`config.mk`:
```
export PLATFORM = sky130hd
export DESIGN_NAME = cso_stream_out
export DESIGN_NICKNAME = d
export VERILOG_FILES = /design/src/verilog/cso_pkg.sv /design/src/verilog/cso_stream_out.sv
export SDC_FILE = /design/constraint.sdc
export NUM_CORES = 2
export LEC_CHECK = 0
export BUFFER_PORTS_ARGS = -buffer_cell sky130_fd_sc_hd__buf_2
export CAP_MARGIN = 20
export CELL_PAD_IN_SITES_DETAIL_PLACEMENT = 1
export CELL_PAD_IN_SITES_GLOBAL_PLACEMENT = 1
export CORE_AREA = 8 8 597 599
export CTS_CLUSTER_SIZE = 12
export DETAILED_ROUTE_END_ITERATION = 7
export DIE_AREA = 0 0 605 607
export PLACE_DENSITY_LB_ADDON = 0.05
export RECOVER_POWER = 25
export SLEW_MARGIN = 20
export SYNTH_ARGS = -nofsm -noshare
export SYNTH_HDL_FRONTEND = slang
export SYNTH_SLANG_ARGS = --single-unit
```
`constraint.sdc`:
```
create_clock -name clk -period 6.11 [get_ports clk]
set_clock_uncertainty 0.15 [all_clocks]
set_input_delay 1.833 -clock clk [delete_from_list [all_inputs] [get_ports clk]]
set_output_delay 1.833 -clock clk [all_outputs]
set_load 0.005 [all_outputs]
```
`src/verilog/cso_pkg.sv`:
```
`default_nettype none
package cso_pkg;
    // Core clock
    localparam int CLK_PERIOD_PS      = 4000;
    localparam int PS_PER_MS          = 1_000_000_000;
    // Config clock limits (66.7 MHz ceiling)
    localparam int CCLK_PERIOD_MIN_PS = 15000;
    localparam int CCLK_PHASE_MIN_PS  = 6000;
    // Output-enable timing
    localparam int OE_TO_FIRST_PS     = 40000;
    localparam int HOLD_MARGIN_PS     = 2500;
    localparam int CRC_STOP_MIN_PS    = 277000;
    localparam int EDGE_TO_OE_PS      = 60000;
    localparam int OE_RESET_MIN_PS    = 60000;
    // External clock limits, kept by the clock source
    localparam int EXT_PERIOD_MIN_PS  = 7500;
    localparam int EXT_PHASE_MIN_PS   = 3375;
    // Power-on delays
    localparam int POR_SHORT_MS       = 2;
    localparam int POR_LONG_MS        = 100;

    // Least time to whole cycles, rounded up
    function automatic int cyc_up(input int ps);
        return (ps + CLK_PERIOD_PS - 1) / CLK_PERIOD_PS;
    endfunction

    localparam int CCLK_HALF_CYC = (cyc_up(CCLK_PHASE_MIN_PS) > (cyc_up(CCLK_PERIOD_MIN_PS) + 1) / 2) ?
                                   cyc_up(CCLK_PHASE_MIN_PS) : (cyc_up(CCLK_PERIOD_MIN_PS) + 1) / 2;
    localparam int START_CYC     = cyc_up(OE_TO_FIRST_PS);
    localparam int STOP_CYC      = cyc_up(CRC_STOP_MIN_PS);
    localparam int CHECK_CYC     = cyc_up(EDGE_TO_OE_PS);
    localparam int OE_DRIVE_CYC  = cyc_up(OE_RESET_MIN_PS);
    localparam longint POR_SHORT_CYC = longint'(POR_SHORT_MS) * PS_PER_MS / CLK_PERIOD_PS;
    localparam longint POR_LONG_CYC  = longint'(POR_LONG_MS) * PS_PER_MS / CLK_PERIOD_PS;

    // Counter widths
    localparam int TIMER_W = 8;
    localparam int HALF_W  = 4;

    // Synchronised pin indices
    localparam int PIN_N      = 5;
    localparam int PIN_OE     = 0;
    localparam int PIN_DONE   = 1;
    localparam int PIN_EXTCLK = 2;
    localparam int PIN_PORSEL = 3;
    localparam int PIN_USEEXT = 4;

    typedef enum logic [2:0] {
        ST_POR   = 3'b000,
        ST_IDLE  = 3'b001,
        ST_START = 3'b010,
        ST_RUN   = 3'b011,
        ST_CHECK = 3'b100,
        ST_DONE  = 3'b101,
        ST_ERR   = 3'b110
    } cso_state_t;
endpackage
`default_nettype wire

```
`src/verilog/cso_stream_out.sv`:
```
`default_nettype none

module cso_fifo #(
    parameter int WIDTH = 8,
    parameter int DEPTH = 4
) (
    // Clock and reset
    input  wire logic             clk,
    input  wire logic             rst,
    input  wire logic             flush,
    // Fill side
    input  wire logic             inVld,
    output logic                  inRdy,
    input  wire logic [WIDTH-1:0] inData,
    // Drain side
    output logic                  outVld,
    input  wire logic             outRdy,
    output logic      [WIDTH-1:0] outData
);
    localparam int AW = $clog2(DEPTH);

    generate
        if (DEPTH < 2 || (1 << AW) != DEPTH) begin : gBadDepth
            $error("cso_fifo depth must be a power of two, at least 2");
        end
    endgenerate

    logic [WIDTH-1:0] mem [DEPTH];
    logic [AW-1:0]    wrPtr_q;
    logic [AW-1:0]    rdPtr_q;
    logic [AW:0]      count_q;
    logic             push;
    logic             pop;

    // Honest full and empty from the fill count
    assign inRdy   = (count_q != (AW + 1)'(DEPTH));
    assign outVld  = (count_q != '0);
    assign outData = mem[rdPtr_q];
    assign push    = inVld && inRdy;
    assign pop     = outVld && outRdy;

    // Storage
    always_ff @(posedge clk) begin
        if (push) begin
            mem[wrPtr_q] <= inData;
        end
    end

    // Pointers and count
    always_ff @(posedge clk or posedge rst) begin
        if (rst) begin
            wrPtr_q <= '0;
            rdPtr_q <= '0;
            count_q <= '0;
        end else if (flush) begin
            wrPtr_q <= '0;
            rdPtr_q <= '0;
            count_q <= '0;
        end else begin
            wrPtr_q <= wrPtr_q + AW'(push);
            rdPtr_q <= rdPtr_q + AW'(pop);
            count_q <= count_q + (AW + 1)'(push) - (AW + 1)'(pop);
        end
    end
endmodule

module cso_stream_out
    import cso_pkg::*;
#(
    parameter int          WIDTH         = 8,
    parameter int          WORDS         = 256,
    parameter int          FIFO_DEPTH    = 4,
    parameter int unsigned POR_SHORT_CNT = int'(POR_SHORT_CYC),
    parameter int unsigned POR_LONG_CNT  = int'(POR_LONG_CYC)
) (
    // Clock and reset
    input  wire logic                     clk,
    input  wire logic                     rst,
    // Image load port, same clock
    input  wire logic                     imgWrEn,
    input  wire logic [$clog2(WORDS)-1:0] imgWrAddr,
    input  wire logic [WIDTH-1:0]         imgWrData,
    // Pins from outside
    input  wire logic                     oeIn,
    input  wire logic                     fpgaLoadComplete,
    input  wire logic                     externalClockInput,
    input  wire logic                     useExternalClock,
    input  wire logic                     porLongSel,
    // Output-enable pin drive, open drain
    output logic                          oeOut,
    output logic                          oeOutEn,
    // Configuration stream
    output logic                          configClockOut,
    output logic      [WIDTH-1:0]         cfgData,
    output logic                          cfgDataOutEn,
    // Status
    output logic                          loadDone
);
    localparam int AW = $clog2(WORDS);

    generate
        if (WORDS < 2 || WIDTH < 1 || CCLK_HALF_CYC >= (1 << HALF_W)) begin : gBadSize
            $error("cso_stream_out: unsupported size or clock phase");
        end
        if (CCLK_HALF_CYC * CLK_PERIOD_PS < CCLK_PHASE_MIN_PS
            || CCLK_HALF_CYC * CLK_PERIOD_PS < CCLK_HALF_CYC * CLK_PERIOD_PS - HOLD_MARGIN_PS
            || STOP_CYC >= (1 << TIMER_W) || POR_SHORT_CNT < 1 || POR_LONG_CNT < 1) begin : gBadTime
            $error("cso_stream_out: timing constants out of range");
        end
    endgenerate

    logic [WIDTH-1:0]  image [WORDS];
    logic [PIN_N-1:0]  syncA_q;
    logic [PIN_N-1:0]  syncB_q;
    logic [PIN_N-1:0]  syncC_q;
    logic [PIN_N-1:0]  pin_q;
    logic              extPrev_q;
    cso_state_t        state_q;
    logic [31:0]       porCnt_q;
    logic [TIMER_W-1:0] timer_q;
    logic              stopping_q;
    logic [TIMER_W-1:0] stopCnt_q;
    logic [HALF_W-1:0] halfCnt_q;
    logic [AW:0]       rdAddr_q;
    logic [AW:0]       sentCnt_q;
    logic              clk_q;
    logic [WIDTH-1:0]  data_q;
    logic              dataOe_q;
    logic              oeOe_q;
    logic              done_q;
    logic              flush;
    logic              extRise;
    logic              halfDone;
    logic              firstPop;
    logic              doRise;
    logic              doFall;
    logic              lastFall;
    logic              oeLowSeen;
    logic              fifoInVld;
    logic              fifoInRdy;
    logic              fifoOutVld;
    logic [WIDTH-1:0]  fifoOutData;

    // Image memory write port
    always_ff @(posedge clk) begin
        if (imgWrEn) begin
            image[imgWrAddr] <= imgWrData;
        end
    end

    // Three-stage pin synchroniser, change taken when stages two and three agree
    always_ff @(posedge clk or posedge rst) begin
        if (rst) begin
            syncA_q   <= '0;
            syncB_q   <= '0;
            syncC_q   <= '0;
            pin_q     <= '0;
            extPrev_q <= 1'b0;
        end else begin
            syncA_q   <= {useExternalClock, porLongSel, externalClockInput, fpgaLoadComplete, oeIn};
            syncB_q   <= syncA_q;
            syncC_q   <= syncB_q;
            for (int i = 0; i < PIN_N; i++) begin
                if (syncB_q[i] == syncC_q[i]) begin
                    pin_q[i] <= syncC_q[i];
                end
            end
            extPrev_q <= pin_q[PIN_EXTCLK];
        end
    end

    // Sequencer decodes
    assign flush     = (state_q == ST_POR) || (state_q == ST_IDLE) || (state_q == ST_ERR);
    assign extRise   = pin_q[PIN_EXTCLK] && !extPrev_q;
    // phase never shorter than the minimum
    assign halfDone  = (halfCnt_q >= HALF_W'(CCLK_HALF_CYC - 1)) && (!pin_q[PIN_USEEXT] || extRise);
    // first word only after the start wait
    assign firstPop  = (state_q == ST_START) && (timer_q >= TIMER_W'(START_CYC - 1)) && fifoOutVld;
    // no late rise that the stop would cut short
    assign doRise    = (state_q == ST_RUN) && halfDone && !clk_q
                       && !(stopping_q && (stopCnt_q >= TIMER_W'(STOP_CYC - CCLK_HALF_CYC - 1)));
    // after the first word, data moves on the falling edge only
    assign doFall    = (state_q == ST_RUN) && halfDone && clk_q && (lastFall || fifoOutVld);
    assign lastFall  = (sentCnt_q == (AW + 1)'(WORDS));
    assign oeLowSeen = !pin_q[PIN_OE] && !oeOe_q && (state_q != ST_POR) && (state_q != ST_IDLE)
                       && (state_q != ST_ERR);
    assign fifoInVld = !flush && (rdAddr_q != (AW + 1)'(WORDS));

    // Word reader feeding the buffer, stalled by its ready
    always_ff @(posedge clk or posedge rst) begin
        if (rst) begin
            rdAddr_q <= '0;
        end else if (flush) begin
            rdAddr_q <= '0;
        end else if (fifoInVld && fifoInRdy) begin
            rdAddr_q <= rdAddr_q + 1'b1;
        end
    end

    cso_fifo #(
        .WIDTH (WIDTH),
        .DEPTH (FIFO_DEPTH)
    ) uFifo (
        .clk     (clk),
        .rst     (rst),
        .flush   (flush),
        .inVld   (fifoInVld),
        .inRdy   (fifoInRdy),
        .inData  (image[rdAddr_q[AW-1:0]]),
        .outVld  (fifoOutVld),
        .outRdy  (firstPop || (doFall && !lastFall)),
        .outData (fifoOutData)
    );

    // Main state machine and its timers
    always_ff @(posedge clk or posedge rst) begin
        if (rst) begin
            state_q  <= ST_POR;
            porCnt_q <= '0;
            timer_q  <= '0;
        end else begin
            timer_q <= (timer_q == '1) ? timer_q : timer_q + 1'b1;
            case (state_q)
                // power-on delay chosen by the strap pin
                ST_POR: begin
                    porCnt_q <= porCnt_q + 1'b1;
                    if (porCnt_q >= (pin_q[PIN_PORSEL] ? POR_LONG_CNT : POR_SHORT_CNT) - 1) begin
                        state_q <= ST_IDLE;
                    end
                end
                // wait for output-enable release, then restart
                ST_IDLE: begin
                    timer_q <= '0;
                    if (pin_q[PIN_OE]) begin
                        state_q <= ST_START;
                    end
                end
                // hold the first edge back after release
                ST_START: begin
                    if (firstPop) begin
                        state_q <= ST_RUN;
                    end
                end
                ST_RUN: begin
                    if (doFall && lastFall) begin
                        state_q <= ST_CHECK;
                        timer_q <= '0;
                    end
                end
                // spacing after the last falling edge before checking
                ST_CHECK: begin
                    if (timer_q >= TIMER_W'(CHECK_CYC - 1)) begin
                        state_q <= pin_q[PIN_DONE] ? ST_DONE : ST_ERR;
                        timer_q <= '0;
                    end
                end
                ST_DONE: begin
                    state_q <= ST_DONE;
                end
                ST_ERR: begin
                    if (timer_q >= TIMER_W'(OE_DRIVE_CYC - 1)) begin
                        state_q <= ST_IDLE;
                    end
                end
                default: begin
                    state_q <= ST_POR;
                end
            endcase
            // outputs go on for the stop delay, then reset
            if (stopping_q && stopCnt_q >= TIMER_W'(STOP_CYC - 1)) begin
                state_q <= ST_IDLE;
            end
        end
    end

    // Output-enable low watch
    always_ff @(posedge clk or posedge rst) begin
        if (rst) begin
            stopping_q <= 1'b0;
            stopCnt_q  <= '0;
        end else if (stopping_q) begin
            stopCnt_q  <= stopCnt_q + 1'b1;
            stopping_q <= (stopCnt_q < TIMER_W'(STOP_CYC - 1));
        end else begin
            stopCnt_q  <= '0;
            stopping_q <= oeLowSeen;
        end
    end

    // Config clock divider and phase counter
    always_ff @(posedge clk or posedge rst) begin
        if (rst) begin
            halfCnt_q <= '0;
            clk_q     <= 1'b0;
        end else if (state_q != ST_RUN) begin
            halfCnt_q <= '0;
            clk_q     <= 1'b0;
        end else if (doRise || doFall) begin
            halfCnt_q <= '0;
            clk_q     <= doRise;
        end else if (halfCnt_q != '1) begin
            halfCnt_q <= halfCnt_q + 1'b1;
        end
    end

    // Data bus and its enable
    always_ff @(posedge clk or posedge rst) begin
        if (rst) begin
            data_q    <= '1;
            dataOe_q  <= 1'b0;
            sentCnt_q <= '0;
        end else begin
            case (state_q)
                ST_START, ST_RUN: begin
                    if (firstPop || (doFall && !lastFall)) begin
                        data_q    <= fifoOutData;
                        dataOe_q  <= 1'b1;
                        sentCnt_q <= sentCnt_q + 1'b1;
                    end
                end
                // all data bits high once finished
                ST_CHECK, ST_DONE: begin
                    data_q   <= '1;
                    dataOe_q <= 1'b1;
                end
                default: begin
                    data_q    <= '1;
                    dataOe_q  <= 1'b0;
                    sentCnt_q <= '0;
                end
            endcase
        end
    end

    // Output-enable pull-low on missing completion, and status
    always_ff @(posedge clk or posedge rst) begin
        if (rst) begin
            oeOe_q <= 1'b0;
            done_q <= 1'b0;
        end else begin
            // drive only after the check spacing
            oeOe_q <= (state_q == ST_CHECK) && (timer_q >= TIMER_W'(CHECK_CYC - 1)) && !pin_q[PIN_DONE]
                      || (state_q == ST_ERR) && (timer_q < TIMER_W'(OE_DRIVE_CYC - 1));
            done_q <= (state_q == ST_DONE);
        end
    end

    assign oeOut          = 1'b0;
    assign oeOutEn        = oeOe_q;
    assign configClockOut = clk_q;
    assign cfgData        = data_q;
    assign cfgDataOutEn   = dataOe_q;
    assign loadDone       = done_q;
endmodule
`default_nettype wire

```
==> impl_results.md <==
- Top post-synthesis cells by area: edfxtp_1, mux4_2, dfrtp_1
- Final Max Slew Viols: 918
- Final nets: 4651
- Part of the cycle the worst path needs: 0.860
- FFs w/ async S/R, synth: 0.0520
- Accumulated negative setup slack: 0 ps
- Longest Clk Path Bufs: 4
- Post-DP HPWL: 194000 um
- Effective utilization at floorplan: 0.249
- Detail Route Antenna Nets: 0
- Crit Reg-Reg Endpoint: uFifo.mem[3][4]$_DFFE_PP_
- Top cell type's share of synthesized area: 0.723
- CP peak stage delay: 2720 ps
- Max-cap viol count: 12
- Largest family of logic cells by synthesized area: multiplexers
- Die Y: 607 um
- CTS root buf: clkbuf_16
- Drt pass-1 iters: 5
- Post-Synth Simple-Gate Area: 0.0368
- Core area: 0.347 mm^2
- CTS Hold Bufs: 0
- Worst path top cell family by delay: buffers and inverters
- Status: complete, but fails checks
- Synth warn: 0
- Post-Route WL: 309000 um
- Cell area power density: 321 mW/mm^2
- Count leader, synth: edfxtp_1
- Wire per inst: 32.9 um
- Mapped Cells: 4297
- Number of global-route vias before repair: 46364
- Cell taking the most area after synthesis: edfxtp_1
- I/O Pins: 37
- Worst-path clk slew: 60 ps
- All-Layer GR Usage: 0.165
- Cell depth of the worst flop-to-flop path: 8
- Die ar.: 0.367 mm^2
- Resize count post-CTS: 0
- Startpoint Class: input port
- Routed vias: 43952
- Synth unique cells: 80
- Worst-Margin Slew: 4300 ps
- Sequential-to-total area share from yosys stat: 0.756
- Placement Setup Slack: 882 ps
- Worst hold endpoint: syncB_q[3]$_DFF_PP0_
- CP Capture Type: flop
- Hold Fails Final Rpt: 0
- Layout area overhead: 18.0%
- Syn Area/Cell: 20.1 um^2
- Number of flops mapped to enable cells by yosys: 2080
- Fmax: 190 MHz
- Syn_nets: 4353
- CP Cell Sequence: buf_8 -> dlymetal6s2s_1
- HP Class: flop to flop
- Worst reg-to-reg setup slack: 1130 ps
- Worst R2R Start: rdAddr_q[0]$_DFFE_PP0P_
- Vias per Instance: 4.67
- Bufs and invs on worst path: 2
- Leak: 0.0309 uW
- Layout cells sized above 1: 0.249
- Hold path startpoint: syncA_q[3]$_DFF_PP0_
- RSZ-0062 raised after global routing: false
- H-tree levels: 5
- Die X: 605 um
- Critical path class: input port to flop
- Adder and majority cell fraction of the synthesized area: 0.00530
- Final global-route overflow total: 0
- Max_slew headroom: -1.87
- Row cnt: 217
- Total CTS buffers: 273
- Compound-Gate Fraction of Synth Area: 0.0278
- Clock Sinks: 2194
- Initial antenna violation count: 34
- Post-synth top flop: edfxtp_1
- CP max FO: 79
- Failing checks: capacitance limit, slew limit
- WP data arrival: 5210 ps
- Total power: 32700 uW
- Largest net degree at the start of global routing: 107
- Synth cell count leaders: edfxtp_1, mux4_2, nor2_1
- Worst Setup Slack, final: 854 ps
- Worst Path Required: 6070 ps
- Initial drt markers: 3804
- Post-synthesis mux area share: 0.153
- Seq cells post-synth: 2194
- Minimum clock period after layout: 5260 ps
- Routability cong.: 0.742
- CP max-delay cell: dlymetal6s2s_1
- Post-Synth XOR/XNOR Area: 0.00578
- # DRC: 0
- Hold path cells: 0
- Port buffer count: 35
- Clk_lat worst skew: 900 ps
- Core Util, Final: 0.294
- Global-route wire length before repair: 422000 um
- Mapped cell area: 0.0864 mm^2
- Final setup viols: 0
- Post-CTS Setup Inserts: 0
- Worst vdd rail ir drop: 200 uV
- CTS tree: done
==> layer usage <==
layer  part of all wire  vias up  GRT usage
li1                   -    18274          -
met1               0.47    24397      0.240
met2               0.46      966      0.264
met3              0.046      313     0.0259
met4              0.018        2     0.0310
met5           0.000042        -          0
==> through the flow <==
step | hold WS, ps | area [um^2] | instances
5_1_grt | 225 | 102000 | 9401
4_1_cts | 213 | 102000 | 9398
6_report | 207 | 102000 | 9407
3_3_place_gp | 190 | 93600 | 8919
2_1_floorplan | 181 | 86400 | 4297
3_5_place_dp | 186 | 93600 | 8919
==> cells by family (layout without fill, tap and decap cells) <==
logic type / after synthesis / after routing
buffers and inverters: 265 / 767
xor gates and xnor gates: 57 / 57
DFF: 2194 / 2194
other: 1 / 10
adders and majority gates: 37 / 37
AOI/OAI and AO/OA: 332 / 332
and+or+nand+nor: 720 / 720
muxes: 691 / 691
==> cell usage in the layout, fill, tap and decap left out, types with 9 or more instances in the layout <==
master,n
nor3_1,37
a21oi_1,50
a221oi_1,36
clkbuf_16,286
a211oi_1,21
dfrtp_1,99
diode_2,9
nand3_1,55
nor2_1,317
nand2b_1,14
and3_1,15
o21ai_0,48
o221ai_1,19
buf_4,180
nand4_1,20
o22ai_1,20
nor2b_1,29
buf_12,32
xnor2_1,39
mux4_2,500
edfxtp_1,2080
a22oi_1,31
buf_2,26
nor2_2,16
a31oi_1,14
clkinv_2,29
nand2_1,146
ha_1,31
xor2_1,18
mux2_2,18
a221o_1,13
inv_1,25
bufinv_16,15
mux2i_1,173
clkinv_1,65
clkbuf_1,67
==> flip-flops by register name, indices dropped and copies added (netlist names), 4 cells and up <==
| name | cells |
|---|---|
| cfgData | 8 |
| stopCnt_q | 8 |
| uFifo.mem | 32 |
| syncC_q | 5 |
| image | 2048 |
| rdAddr_q | 9 |
| halfCnt_q | 4 |
| syncA_q | 5 |
| syncB_q | 5 |
| pin_q | 5 |
| porCnt_q | 32 |
| timer_q | 8 |
| sentCnt_q | 9 |
==> final cells by class <==
cell class                      count  area, um^2
Tap cell                         4599        5750
Timing Repair Buffer              257        2270
Antenna cell                        9        22.5
Fill cell                       34947      245000
Clock buffer                      352        7460
Clock inverter                    127        1040
Inverter                           31         128
Sequential cell                  2194       65300
Multi-Input combinational cell   1838       20000
==> where the power goes <==
group / total, uW / switching [uW] / leakage, uW / internal (uW)
clock network: 15700 / 6450 / 0.00414 / 9230
registers: 16500 / 16.4 / 0.0202 / 16500
logic: 478 / 420 / 0.00657 / 58.5
total: 32700 / 6890 / 0.0309 / 25800
==> worst max-delay path by stage <==
stage	from	to	slack (ps)	depth (start not counted)
2_1_floorplan	rst	cfgDataOutEn$_DFFE_PP0N_	1120	1
3_3_place_gp	imgWrAddr[3]	image[22][1]$_DFFE_PP_	970	6
3_5_place_dp	imgWrAddr[3]	image[70][0]$_DFFE_PP_	880	6
4_1_cts	rdAddr_q[1]$_DFFE_PP0P_	uFifo.mem[0][6]$_DFFE_PP_	970	11
5_1_grt	imgWrData[1]	image[199][1]$_DFFE_PP_	590	2
6_report	imgWrData[5]	image[115][5]$_DFFE_PP_	850	2
(Power assumes the default switching activity.)
